## config.mk

```make
export PLATFORM = sky130hd
export DESIGN_NAME = optc_timer_channel
export DESIGN_NICKNAME = d
export VERILOG_FILES = /design/src/core/optc_pkg.sv /design/src/core/optc_timer_channel.sv
export SDC_FILE = /design/constraint.sdc
export NUM_CORES = 1
export LEC_CHECK = 0
export ABC_AREA = 1
export BUFFER_PORTS_ARGS = -buffer_cell sky130_fd_sc_hd__clkbuf_2
export CAP_MARGIN = 30
export CORE_ASPECT_RATIO = 1.75
export CORE_UTILIZATION = 51
export DETAILED_ROUTE_END_ITERATION = 10
export GPL_TIMING_DRIVEN = 0
export PLACE_DENSITY = 0.71
export SYNTH_ARGS = -nofsm -noshare
export SYNTH_HDL_FRONTEND = slang
export SYNTH_SLANG_ARGS = --single-unit
export TNS_END_PERCENT = 50
```

## constraint.sdc

```tcl
create_clock -name hclk -period 9.85 [get_ports hclk]
set_input_delay 0.985 -clock hclk [delete_from_list [all_inputs] [get_ports hclk]]
set_output_delay 0.985 -clock hclk [all_outputs]
set_load 0.1 [all_outputs]
```

## src/core/optc_pkg.sv

```systemverilog
// Contract
// reading counter_readback returns the live 16-bit count, counting undisturbed.
// one-shot delay is compare-1 clocks, width compare-0 minus compare-1 plus one.
// one-shot makes no pulse when compare-1 exceeds compare-0.
// software halts counting before lowering a compare value in one-shot mode.
// one-shot compare writes act at once; a passed value matches after wrap.
// one-shot compare-1 match raises irq and pin; compare-0 match irq, drops, stops.
// one-shot compare-1 irq fires in the cycle the count equals compare-1.
// PWM mode with count enable drives a PWM waveform on the second pin.
// in PWM the first pin toggles at each period boundary.
// count enable in PWM steps counter FFFFH to 0000H and starts output.
// PWM period is compare-0 plus one clocks, active width compare-1 clocks.
// PWM shadows load from compare registers only when the counter clears.
// PWM compare-0 irq comes on the clock after the match, with the clear.
// PWM compare-1 irq fires in the cycle the count equals compare-1 shadow.
// pin output control holds per-pin enables, first pin idle level, second polarity.
// software keeps the first pin enable at zero when unused in PWM.
// edge select control holds event edge and trigger edge fields.
// capture input control and option register have no effect in these modes.
// one-shot mode 011 waits for a trigger, pulses, returns to FFFFH, waits.
// triggers are external edge or software bit; ignored while pulse runs.
// clearing count enable stops the counter at FFFFH, pins go inactive.
package optc_pkg;
    localparam logic [7:0]  OFF_CTL0   = 8'h00;
    localparam logic [7:0]  OFF_CTL1   = 8'h04;
    localparam logic [7:0]  OFF_PINCTL = 8'h08;
    localparam logic [7:0]  OFF_CAPCTL = 8'h0C;
    localparam logic [7:0]  OFF_EDGE   = 8'h10;
    localparam logic [7:0]  OFF_OPT    = 8'h14;
    localparam logic [7:0]  OFF_CMP0   = 8'h18;
    localparam logic [7:0]  OFF_CMP1   = 8'h1C;
    localparam logic [7:0]  OFF_CNT    = 8'h20;
    localparam int          CE_BIT     = 0;
    localparam int          PSC_LSB    = 1;
    localparam int          MODE_LSB   = 0;
    localparam int          SWTRIG_BIT = 3;
    localparam int          TRG_RISE   = 0;
    localparam int          TRG_FALL   = 1;
    localparam logic [2:0]  MODE_ONESHOT = 3'h3;
    localparam logic [2:0]  MODE_PWM     = 3'h4;
    localparam logic [15:0] CNT_IDLE   = 16'hFFFF;
    localparam logic [15:0] CNT_ZERO   = 16'h0000;
    localparam logic [15:0] RST_CMP    = 16'h0000;
    localparam logic [7:0]  RST_CTL    = 8'h00;
    localparam logic [6:0]  RST_DIV    = 7'h00;

    typedef struct packed {
        logic [3:0] rsv;
        logic       pol1;
        logic       oe1;
        logic       lvl0;
        logic       oe0;
    } optc_pinctl_t;

    typedef struct packed {
        logic out;
        logic oe;
    } optc_pin_t;

    typedef enum logic [0:0] {ST_IDLE, ST_RUN} optc_state_t;
endpackage

```

## src/core/optc_timer_channel.sv

```systemverilog
// Decided for this implementation: the address map and the AHB-Lite slave port.
`timescale 1ns/1ps
module optc_timer_channel (
    input  wire logic              hclk,
    input  wire logic              hresetn,
    input  wire logic              hsel,
    input  wire logic [31:0]       haddr,
    input  wire logic [1:0]        htrans,
    input  wire logic              hwrite,
    input  wire logic [2:0]        hsize,
    input  wire logic [31:0]       hwdata,
    input  wire logic              hready,
    output logic                   hreadyout,
    output logic                   hresp,
    output logic [31:0]            hrdata,
    input  wire logic              ext_trigger,
    output optc_pkg::optc_pin_t    first_channel_pin,
    output optc_pkg::optc_pin_t    second_channel_pin,
    output logic                   compare_zero_interrupt,
    output logic                   compare_one_interrupt
);
    // address match helper
    function automatic logic hit(input logic [7:0] a, input logic [7:0] off);
        return a == off;
    endfunction

    logic [7:0]                ctl0_ff;
    logic [7:0]                ctl1_ff;
    optc_pkg::optc_pinctl_t    pinctl_ff;
    logic [7:0]                capctl_ff;
    logic [7:0]                edge_ff;
    logic [7:0]                opt_ff;
    logic [15:0]               cmp0_ff;
    logic [15:0]               cmp1_ff;
    logic [15:0]               counter_ff;
    logic [15:0]               sh0_ff;
    logic [15:0]               sh1_ff;
    optc_pkg::optc_state_t     state_ff;
    logic                      act_ff;
    logic                      tog_ff;
    logic                      trig_ff;
    logic                      reload_ff;
    logic                      cc0_ff;
    logic                      cc1_ff;
    logic [6:0]                div_ff;
    logic                      trg_s1_ff;
    logic                      trg_s2_ff;
    logic                      trg_d_ff;
    logic                      wr_ff;
    logic [7:0]                wa_ff;
    logic [31:0]               rdata_ff;
    optc_pkg::optc_pin_t       pin0_ff;
    optc_pkg::optc_pin_t       pin1_ff;

    // bus handshake: zero wait, always okay
    wire        take    = hsel & htrans[1] & hready;
    wire        rd_take = take & ~hwrite;
    wire        wr_cmp1 = wr_ff & hit(wa_ff, optc_pkg::OFF_CMP1);
    wire        sw_hit  = wr_ff & hit(wa_ff, optc_pkg::OFF_CTL1)
                          & hwdata[optc_pkg::SWTRIG_BIT];
    assign hreadyout = 1'b1;
    assign hresp     = 1'b0;
    assign hrdata    = rdata_ff;

    // mode and enable decode
    wire        ce  = ctl0_ff[optc_pkg::CE_BIT];
    wire [2:0]  md  = ctl1_ff[optc_pkg::MODE_LSB +: 3];
    wire        os  = md == optc_pkg::MODE_ONESHOT;
    wire        pwm = md == optc_pkg::MODE_PWM;
    wire        run = state_ff == optc_pkg::ST_RUN;

    // count clock from the prescaler
    wire [2:0]  psc  = ctl0_ff[optc_pkg::PSC_LSB +: 3];
    wire [7:0]  pm8  = (8'h01 << psc) - 8'h01;
    wire [6:0]  pm   = pm8[6:0];
    wire        tick = (div_ff & pm) == pm;

    // trigger edge detect on the synchronised pin
    wire        rise     = trg_s2_ff & ~trg_d_ff;
    wire        fall     = ~trg_s2_ff & trg_d_ff;
    wire        trig_hit = (edge_ff[optc_pkg::TRG_RISE] & rise)
                           | (edge_ff[optc_pkg::TRG_FALL] & fall);

    // address phase capture and register reads
    logic [31:0] rd_c;
    always_comb
    begin
        rd_c = 32'h0000_0000;
        if (hit(haddr[7:0], optc_pkg::OFF_CTL0))
            rd_c = {24'h00_0000, ctl0_ff};
        else if (hit(haddr[7:0], optc_pkg::OFF_CTL1))
            rd_c = {24'h00_0000, ctl1_ff & 8'hF7}; // trigger bit reads zero
        else if (hit(haddr[7:0], optc_pkg::OFF_PINCTL))
            rd_c = {24'h00_0000, 4'h0, pinctl_ff[3:0]};
        else if (hit(haddr[7:0], optc_pkg::OFF_CAPCTL))
            rd_c = {24'h00_0000, capctl_ff};
        else if (hit(haddr[7:0], optc_pkg::OFF_EDGE))
            rd_c = {24'h00_0000, edge_ff};
        else if (hit(haddr[7:0], optc_pkg::OFF_OPT))
            rd_c = {24'h00_0000, opt_ff};
        else if (hit(haddr[7:0], optc_pkg::OFF_CMP0))
            rd_c = {16'h0000, cmp0_ff};
        else if (hit(haddr[7:0], optc_pkg::OFF_CMP1))
            rd_c = {16'h0000, cmp1_ff};
        else if (hit(haddr[7:0], optc_pkg::OFF_CNT))
            rd_c = {16'h0000, counter_ff};
    end

    // bus phase registers
    always_ff @(posedge hclk or negedge hresetn)
    begin
        if (!hresetn)
        begin
            wr_ff    <= 1'b0;
            wa_ff    <= 8'h00;
            rdata_ff <= 32'h0000_0000;
        end
        else
        begin
            wr_ff <= take & hwrite;
            wa_ff <= haddr[7:0];
            if (rd_take)
                rdata_ff <= rd_c;
        end
    end

    // register writes in the data phase
    always_ff @(posedge hclk or negedge hresetn)
    begin
        if (!hresetn)
        begin
            ctl0_ff   <= optc_pkg::RST_CTL;
            ctl1_ff   <= optc_pkg::RST_CTL;
            pinctl_ff <= optc_pkg::RST_CTL;
            capctl_ff <= optc_pkg::RST_CTL;
            edge_ff   <= optc_pkg::RST_CTL;
            opt_ff    <= optc_pkg::RST_CTL;
            cmp0_ff   <= optc_pkg::RST_CMP;
            cmp1_ff   <= optc_pkg::RST_CMP;
        end
        else if (wr_ff)
        begin
            if (hit(wa_ff, optc_pkg::OFF_CTL0))
                ctl0_ff <= hwdata[7:0];
            else if (hit(wa_ff, optc_pkg::OFF_CTL1))
                ctl1_ff <= hwdata[7:0] & 8'hF7;
            else if (hit(wa_ff, optc_pkg::OFF_PINCTL))
                pinctl_ff <= {4'h0, hwdata[3:0]};
            else if (hit(wa_ff, optc_pkg::OFF_CAPCTL))
                capctl_ff <= hwdata[7:0];
            else if (hit(wa_ff, optc_pkg::OFF_EDGE))
                edge_ff <= hwdata[7:0];
            else if (hit(wa_ff, optc_pkg::OFF_OPT))
                opt_ff <= hwdata[7:0];
            else if (hit(wa_ff, optc_pkg::OFF_CMP0))
                cmp0_ff <= hwdata[15:0];
            else if (hit(wa_ff, optc_pkg::OFF_CMP1))
                cmp1_ff <= hwdata[15:0];
        end
    end

    // counter, shadows and pulse state
    optc_pkg::optc_state_t nxt_state;
    logic [15:0] nxt_counter;
    logic [15:0] nxt_sh0;
    logic [15:0] nxt_sh1;
    logic        nxt_act;
    logic        nxt_tog;
    logic        nxt_trig;
    logic        nxt_reload;
    logic        nxt_cc0;
    logic        nxt_cc1;
    logic        step;
    always_comb
    begin
        nxt_state   = state_ff;
        nxt_counter = counter_ff;
        nxt_sh0     = sh0_ff;
        nxt_sh1     = sh1_ff;
        nxt_tog     = tog_ff;
        nxt_reload  = reload_ff | wr_cmp1; // set wins over clear
        nxt_cc0     = 1'b0;
        step        = 1'b0;
        nxt_trig    = 1'b0;
        if (!ce || !(os || pwm))
        begin
            nxt_state   = optc_pkg::ST_IDLE;
            nxt_counter = optc_pkg::CNT_IDLE;
            nxt_tog     = 1'b0;
            nxt_reload  = 1'b0;
        end
        else
        begin
            case (state_ff)
                optc_pkg::ST_IDLE:
                begin
                    if (os)
                        nxt_trig = (trig_ff & ~tick) | trig_hit | sw_hit;
                    if (tick && (pwm || trig_ff))
                    begin
                        nxt_state   = optc_pkg::ST_RUN;
                        nxt_counter = optc_pkg::CNT_ZERO;
                        nxt_sh0     = cmp0_ff;
                        nxt_sh1     = cmp1_ff;
                        nxt_reload  = wr_cmp1;
                        step        = 1'b1;
                    end
                end
                optc_pkg::ST_RUN:
                begin
                    if (tick && os && counter_ff == cmp0_ff)
                    begin
                        nxt_state   = optc_pkg::ST_IDLE;
                        nxt_counter = optc_pkg::CNT_IDLE;
                        nxt_cc0     = 1'b1;
                    end
                    else if (tick && pwm && counter_ff == sh0_ff)
                    begin
                        nxt_counter = optc_pkg::CNT_ZERO;
                        nxt_cc0     = 1'b1;
                        nxt_tog     = ~tog_ff;
                        step        = 1'b1;
                        if (reload_ff)
                        begin
                            nxt_sh0    = cmp0_ff;
                            nxt_sh1    = cmp1_ff;
                            nxt_reload = wr_cmp1;
                        end
                    end
                    else if (tick)
                    begin
                        nxt_counter = counter_ff + 16'h0001;
                        step        = 1'b1;
                    end
                end
                default:
                    nxt_state = optc_pkg::ST_IDLE;
            endcase
        end
    end

    // pin level and compare-1 event from the next count
    wire nrun   = nxt_state == optc_pkg::ST_RUN;
    wire os_eq1 = step && nxt_counter == cmp1_ff;
    wire pw_eq1 = step && nxt_counter == nxt_sh1;
    assign nxt_cc1 = nrun && (os ? os_eq1 : pwm && pw_eq1);
    assign nxt_act = !nrun ? 1'b0 :
                     os ? (act_ff | os_eq1) :
                     (nxt_counter < nxt_sh1);

    // pins: first pin enable gates its level, polarity flips the second pin
    wire lvl0 = pinctl_ff.lvl0;
    wire p0   = pinctl_ff.oe0 ? (lvl0 ^ (pwm ? nxt_tog : nrun)) : lvl0;
    wire p1   = nxt_act ^ pinctl_ff.pol1;

    // state registers
    always_ff @(posedge hclk or negedge hresetn)
    begin
        if (!hresetn)
        begin
            state_ff   <= optc_pkg::ST_IDLE;
            counter_ff <= optc_pkg::CNT_IDLE;
            sh0_ff     <= optc_pkg::RST_CMP;
            sh1_ff     <= optc_pkg::RST_CMP;
            act_ff     <= 1'b0;
            tog_ff     <= 1'b0;
            trig_ff    <= 1'b0;
            reload_ff  <= 1'b0;
            cc0_ff     <= 1'b0;
            cc1_ff     <= 1'b0;
        end
        else
        begin
            state_ff   <= nxt_state;
            counter_ff <= nxt_counter;
            sh0_ff     <= nxt_sh0;
            sh1_ff     <= nxt_sh1;
            act_ff     <= nxt_act;
            tog_ff     <= nxt_tog;
            trig_ff    <= nxt_trig;
            reload_ff  <= nxt_reload;
            cc0_ff     <= nxt_cc0;
            cc1_ff     <= nxt_cc1;
        end
    end

    // prescaler, trigger synchroniser and pin registers
    always_ff @(posedge hclk or negedge hresetn)
    begin
        if (!hresetn)
        begin
            div_ff    <= optc_pkg::RST_DIV;
            trg_s1_ff <= 1'b0;
            trg_s2_ff <= 1'b0;
            trg_d_ff  <= 1'b0;
            pin0_ff   <= 2'b00;
            pin1_ff   <= 2'b00;
        end
        else
        begin
            div_ff    <= ce ? div_ff + 7'h01 : optc_pkg::RST_DIV;
            trg_s1_ff <= ext_trigger;
            trg_s2_ff <= trg_s1_ff;
            trg_d_ff  <= trg_s2_ff;
            pin0_ff   <= '{out: p0, oe: pinctl_ff.oe0};
            pin1_ff   <= '{out: p1, oe: pinctl_ff.oe1};
        end
    end

    assign first_channel_pin      = pin0_ff;
    assign second_channel_pin     = pin1_ff;
    assign compare_zero_interrupt = cc0_ff;
    assign compare_one_interrupt  = cc1_ff;
endmodule // optc_timer_channel

```

Word-level counts from Yosys, hierarchy flattened. Cells that the tools add are included.

Register bits: 185. Latch bits: 0. Bits in writable memories: 0. ROM bits: 0. Memories: 0.

$add $sub $neg: 3. Multiply operators: 0. Divide/modulo/power cells: 0. Order comparisons: 1. Eq/ne operators: 26. Shift-type cells: 1. Muxes and demuxes: 58. Bitwise operators: 34. Reductions and logical operators: 25.

Operators by type and width (number): $mux W16 (23); $pmux W16 S2 (3); $eq A16 B16 Y1 (4); $eq A8 B5 Y1 const B (8); $eq A8 B4 Y1 const B (4); $mux W1 (28); $add A16 B1 Y16 const B (1); $eq A8 B3 Y1 const B (2); $logic_not A8 Y1 (2); $lt A16 B16 Y1 (1); $not A1 Y1 (14); $and A1 B1 Y1 (12); $reduce_and A5 Y1 (2); $logic_and A1 B1 Y1 (9); $reduce_and A9 Y1 (1); $eq A8 B6 Y1 const B (1); $reduce_and A8 Y1 (1); $add A7 B1 Y7 const B (1); $and A7 B7 Y7 (1); $eq A7 B7 Y1 (1); $mux W7 (1); $reduce_and A7 Y1 (1); $shl A1 B3 Y7 const A (1); $sub A7 B1 Y7 const B (1); other kinds (13) (25).

Depth between registers and ports, before layout.
Depth after elaboration: 16. Mapped depth: 26. Depth with buffers taken out: 24.

Worst setup path before layout. No wires, ideal clock.

Path type: flip-flop to flip-flop. From: reg ctl0_ff[2]. To: reg pin1_ff (netlist bit second_channel_pin[1]). Arrival: 3.087 ns. Required time: 9.733 ns. Slack: 6.646 ns. Cell stages (with the launch flop): 25. Path buffers: 3. Period minus slack after synthesis: 3.204 ns. Cell sequence: dfrtp_1 > buf_6 > nor2_4 > nand2_2 > nand2_2 > nand2_2 > nor2_2 > nand2_2 > nor2_2 > nor2_2 > buf_6 > nor2_4 > inv_2 > a21oi_2 > clkbuf_2 > or2_2 > o21ai_1 > ha_1 > nand2_1 > or3_1 > a31o_2 > o211ai_1 > a21oi_1 > nand3_1 > nand2_1.

Elaborated cells between the ends (all ways): 36. Those cells by class: 1 x add/sub; 1 x order compare; 2 x eq/ne; 1 x shift; 22 x mux; 3 x bitwise; 6 x reduce/logical.

RTL lines: start, declared (line optc_timer_channel.sv:27) `logic [7:0] ctl0_ff;`; start signal, assigned (line optc_timer_channel.sv:132) `ctl0_ff <= optc_pkg::RST_CTL;`; start signal, assigned (line optc_timer_channel.sv:144) `ctl0_ff <= hwdata[7:0];`; $shl A1 B3 Y7 * (line optc_timer_channel.sv:74) `wire [7:0] pm8 = (8'h01 << psc) - 8'h01;`; $sub A7 B1 Y7 * (line optc_timer_channel.sv:74); $and A7 B7 Y7 (line optc_timer_channel.sv:76) `wire tick = (div_ff & pm) == pm;`; $eq A7 B7 Y1 * (line optc_timer_channel.sv:76); $logic_and A1 B1 Y1 (2 in series) (line optc_timer_channel.sv:211) `if (tick && os && counter_ff == cmp0_ff)`; $mux W1 (line optc_timer_channel.sv:211); $pmux W1 S2 * (line optc_timer_channel.sv:194) `case (state_ff)`; $mux W1 * (line optc_timer_channel.sv:185) `if (!ce || !(os || pwm))`; net nrun (line optc_timer_channel.sv:243) `wire nrun = nxt_state == optc_pkg::ST_RUN;`; $mux W1 * (line optc_timer_channel.sv:247) `assign nxt_act = !nrun ? 1'b0 :`; $xor A1 B1 Y1 * (line optc_timer_channel.sv:254) `wire p1 = nxt_act ^ pinctl_ff.pol1;`; net p1 (line optc_timer_channel.sv:254); end signal, assigned (line optc_timer_channel.sv:306) `pin1_ff <= '{out: p1, oe: pinctl_ff.oe1};`; end, declared (line optc_timer_channel.sv:53) `optc_pkg::optc_pin_t pin1_ff;`.

The timed path passes the listed nets; every way through them passes the cells marked *. A chain may end at the register's enable or synchronous reset.

Worst setup path in the final report.
From: reg counter_ff[11]. To: reg pin1_ff (netlist bit second_channel_pin[1]).

Elaborated cells between the ends (all ways): 29. Those cells by class: 1 x add/sub; 1 x order compare; 3 x eq/ne; 19 x mux; 2 x bitwise; 3 x reduce/logical.

RTL lines: start, declared (line optc_timer_channel.sv:35) `logic [15:0] counter_ff;`; start signal, assigned (line optc_timer_channel.sv:262) `counter_ff <= optc_pkg::CNT_IDLE;`; start signal, assigned (line optc_timer_channel.sv:275) `counter_ff <= nxt_counter;`; $eq A16 B16 Y1 (line optc_timer_channel.sv:211); $logic_and A1 B1 Y1 (line optc_timer_channel.sv:211); $mux W1 (line optc_timer_channel.sv:211); $pmux W1 S2 (line optc_timer_channel.sv:194); $mux W1 (line optc_timer_channel.sv:185); net nrun (line optc_timer_channel.sv:243); $mux W1 (line optc_timer_channel.sv:247); $xor A1 B1 Y1 (line optc_timer_channel.sv:254); net p1 (line optc_timer_channel.sv:254).

The timed path passes the listed nets, and every way through them passes these cells.

==> qor_table.md <==
| Quantity | Reported |
|:---|:---|
| Outcome | complete, no violations |
| Number of cells in the design after placement | 1496 |
| Post-cts sizing count | 0 |
| Static leakage power | 5.775 nW |
| Time the worst path needs with I/O delays and setup | 4.454 ns |
| Switching power of the nets | 0.0004435 W |
| Clock tree from TritonCTS | done |
| Num rows | 65 |
| Post-route setup TNS | 0 ns |
| Clock Pin Slew Worst Setup and Hold Paths | 0.07 ns |
| Global-route wire length before repair | 42680 um |
| Crit Path Category | flop to flop |
| Critical register-to-register path startpoint | counter_ff[11] |
| Number of cells produced by synthesis | 1193 |
| Sequential area share after synthesis | 45.38% |
| Number of remaining DRC errors | 0 |
| Average wire per standard cell | 17.52 um |
| Pre-Repair DR Iteration Count | 5 |
| #FFs+latches synth | 169 |
| Yosys top cell area share | 40.89% |
| Design internal power | 0.001199 W |
| Number of diodes | 0 |
| Most numerous cell in the Yosys netlist | sky130_fd_sc_hd__nand2_1 |
| Period utilization | 45.22% |
| Number of antenna violations at the first check in global routing | 0 |
| Clock root cell | sky130_fd_sc_hd__clkbuf_16 |
| Count of cells along the worst register-to-register path | 23 |
| Starting density of the core | 52.10% |
| Async set-or-reset flop fraction in the synthesized netlist | 100.0% |
| Post-detail-place hpwl | 20670 um |
| Required @ worst endpoint | 10.22 ns |
| Via count of the first global-routing pass | 8259 |
| Timing-limited maximum frequency | 224.5 MHz |
| Part of the total power dissipated in combinational logic | 11.0% |
| CTS buffer count | 17 |
| RSZ-0062 raised after global routing | false |
| Transition time at the pin with the least slew margin | 0.9323 ns |
| TritonCTS Sinks | 169 |
| Fraction of layout instances using a drive strength above 1 | 17.62% |
| Post-layout util | 59.28% |
| Number of failing hold endpoints at the final stage | 0 |
| Data arrival, critical path | 4.82 ns |
| Iteration-0 DRC Markers | 509 |
| Final GP Congestion | 0.9688 |
| Full die area | 18930 um^2 |
| Number of standard cells in the layout, taps in and fillers out | 1528 |
| Library cell with the largest summed area after synthesis | sky130_fd_sc_hd__dfrtp_1 |
| Setup Viol. Count Final | 0 |
| Relative slew margins | 37.33% |
| Largest net degree at the start of global routing | 114 |
| Net count of the finished layout | 1374 |
| Grt total ovfl | 0 |
| Sequential group share of total power | 45.0% |
| Power density over the cells | 154.2 nW/um^2 |
| Later-pin clock latency in the skew report | 0.44 ns |
| Most frequently used flop master after synthesis | sky130_fd_sc_hd__dfrtp_1 |
| Count of vias placed by the detailed router | 8153 |
| Clock Power Share | 43.9% |
| Max VDD drop | 0.1090 mV |
| Worst-case clock buffer depth | 2 |
| Die boundary height | 181.3 um |
| Terminus of the critical flop-to-flop path | second_channel_pin[1] |
| Final antenna-violating net count | 0 |
| Max Slew Vio Count | 0 |
| Count of synthesis-stage warnings from yosys | 0 |
| Layout area overhead | 13.78% |
| Die outline width | 104.4 um |
| Smallest hold slack | 0.3481 ns |
| Boundary pin count | 115 |
| Post-CTS setup buffers | 0 |
| Level count of the clock H-tree | 4 |
| Crit path setup slack, layout | 5.396 ns |
| Count of maximum capacitance violations | 0 |
| Core area | 17970 um^2 |
| Largest clock skew in the final design | 0.01080 ns |
| End point of the critical path | second_channel_pin[1] |
| Number of buffers inserted by hold repair at cts | 0 |
| Critical path peak fanout | 10 |
| Hold Crit Class | flop to flop |
| Most used standard cells in the synthesized netlist | sky130_fd_sc_hd__nand2_1, sky130_fd_sc_hd__dfrtp_1, sky130_fd_sc_hd__o21ai_0 |
| Post-synth EDFFs | 0 |
| Switching power as a share of total power | 27.00% |
| Overall global routing resource usage | 29.89% |
| Mean Syn Cell Area | 7.849 um^2 |
| Post-Place Worst Slack | 5.454 ns |
| Critical path launch point | counter_ff[11] |
| Post-synthesis instance area | 9364 um^2 |
| Cell types with the largest area share after synthesis | sky130_fd_sc_hd__dfrtp_1, sky130_fd_sc_hd__nand2_1, sky130_fd_sc_hd__o21ai_0 |
| Type of origin of the critical path | flop |
| Total wirelength of the detailed-routed design | 26770 um |
| Number of distinct standard cells referenced by the synthesized netlist | 50 |
| Slack of the worst reg-to-reg path | 5.40 ns |
| Buffers on Ports | 52 |
| Endpoint type of the worst setup path | flop |
| Vias per Instance | 5.336 |
[placed cells by master, fill, tap and decap left out, types with 7 or more instances in the layout]
cell	n
sky130_fd_sc_hd__a21oi_1	41
sky130_fd_sc_hd__buf_2	7
sky130_fd_sc_hd__buf_4	24
sky130_fd_sc_hd__buf_6	8
sky130_fd_sc_hd__clkbuf_1	20
sky130_fd_sc_hd__clkbuf_16	17
sky130_fd_sc_hd__clkbuf_2	52
sky130_fd_sc_hd__conb_1	18
sky130_fd_sc_hd__dfrtp_1	153
sky130_fd_sc_hd__dfstp_2	16
sky130_fd_sc_hd__ha_1	18
sky130_fd_sc_hd__inv_1	126
sky130_fd_sc_hd__inv_2	11
sky130_fd_sc_hd__nand2_1	328
sky130_fd_sc_hd__nand2_2	10
sky130_fd_sc_hd__nand3_1	47
sky130_fd_sc_hd__nand3_2	7
sky130_fd_sc_hd__nand4_1	12
sky130_fd_sc_hd__nor2_1	84
sky130_fd_sc_hd__nor2_2	15
sky130_fd_sc_hd__nor3_1	17
sky130_fd_sc_hd__o211ai_1	8
sky130_fd_sc_hd__o21ai_0	128
sky130_fd_sc_hd__o21ai_1	10
sky130_fd_sc_hd__o21ai_2	14
sky130_fd_sc_hd__or2_2	14
sky130_fd_sc_hd__xnor2_1	12
sky130_fd_sc_hd__xor2_1	17
[final cells by class]
type	instances	area (um^2)
well taps	234	292.8
multi-input cells	842	4262
fillers	1646	7320
clock inverters	9	136.4
clock buffers	23	498.0
plain buffers	60	401.6
repair buffers	53	296.5
flip-flops and latches	169	4249
inverters	138	518.0
[worst max-delay path, stage by stage (launching register included)]
cell and delay, ns:
sky130_fd_sc_hd__dfstp_2 0.52, sky130_fd_sc_hd__buf_2 0.20, sky130_fd_sc_hd__xnor2_1 0.14, sky130_fd_sc_hd__nand2_1 0.11
sky130_fd_sc_hd__nor2_1 0.12, sky130_fd_sc_hd__nand2_1 0.08, sky130_fd_sc_hd__nor2_2 0.18, sky130_fd_sc_hd__nand4_2 0.25
sky130_fd_sc_hd__nand2_2 0.25, sky130_fd_sc_hd__nor2_4 0.05, sky130_fd_sc_hd__inv_2 0.09, sky130_fd_sc_hd__a21oi_2 0.06
sky130_fd_sc_hd__inv_2 0.12, sky130_fd_sc_hd__buf_2 0.35, sky130_fd_sc_hd__o21ai_2 0.09, sky130_fd_sc_hd__ha_1 0.31
sky130_fd_sc_hd__nand4_1 0.13, sky130_fd_sc_hd__or3_1 0.41, sky130_fd_sc_hd__a31o_2 0.27, sky130_fd_sc_hd__o211ai_1 0.24
sky130_fd_sc_hd__a21oi_1 0.16, sky130_fd_sc_hd__nand2_1 0.12, sky130_fd_sc_hd__nand2_1 0.05, sky130_fd_sc_hd__nand2_1 0.07
[registers in the layout (all words and copies together) (netlist names), 2 cells and up]
name	cells
capctl_ff	8
sh0_ff	16
opt_ff	8
wa_ff	8
first_channel_pin	2
ctl0_ff	8
hrdata	16
cmp1_ff	16
cmp0_ff	16
counter_ff	16
edge_ff	8
pinctl_ff	3
sh1_ff	16
second_channel_pin	2
div_ff	7
ctl1_ff	7
[through the flow]
| step | area, um^2 | power [W] |
|---|---|---|
| floorplan | 9424 | 0.0008824 |
| global placement | 9977 | 0.0009285 |
| detailed placement | 10020 | 0.0009334 |
| CTS | 10650 | 0.001646 |
| global route | 10650 | 0.001688 |
| finish | 10650 | 0.001642 |
[worst min-delay path by stage]
stage / slack, ns / cells past startpoint / start / end
after floorplan: 0.33 / 0 / trg_s1_ff / trg_s2_ff
after global placement: 0.33 / 0 / trg_s1_ff / trg_s2_ff
after detailed placement: 0.33 / 0 / trg_s1_ff / trg_s2_ff
after CTS: 0.35 / 0 / trg_s1_ff / trg_s2_ff
after global routing: 0.38 / 0 / trg_s1_ff / trg_s2_ff
final: 0.35 / 0 / trg_s1_ff / trg_s2_ff
[metal layers]
| metal | track usage (%) | routed length (um) |
|---|---|---|
| met1 | 30.56 | 9529 |
| met2 | 54.83 | 14230 |
| met3 | 4.113 | 1211 |
| met4 | 21.71 | 1797 |
| met5 | 0 | 0 |
[logic make-up after synthesis]
family                     count (synthesis)  share of synthesized area, %
and+or+nand+nor                          554                         25.96
AOI/OAI and AO/OA                        222                         13.52
buffers and inverters                    198                         9.821
DFF                                      169                         45.38
xor gates and xnor gates                  29                         2.712
adders and majority gates                 18                         2.405
other                                      2                       0.08020
muxes                                      1                        0.1202
[power by group through the flow]
stage	Clock, W	Combinational (W)	Sequential [W]
after global routing	0.000749	0.000198	0.000742
after detailed placement	0	0.000182	0.000751
after CTS	0.000724	0.000183	0.000739
after global placement	0	0.000177	0.000751
after floorplan	0	0.000112	0.000771
final	0.000722	0.000181	0.000740
Power figures use the tool's default switching activity.
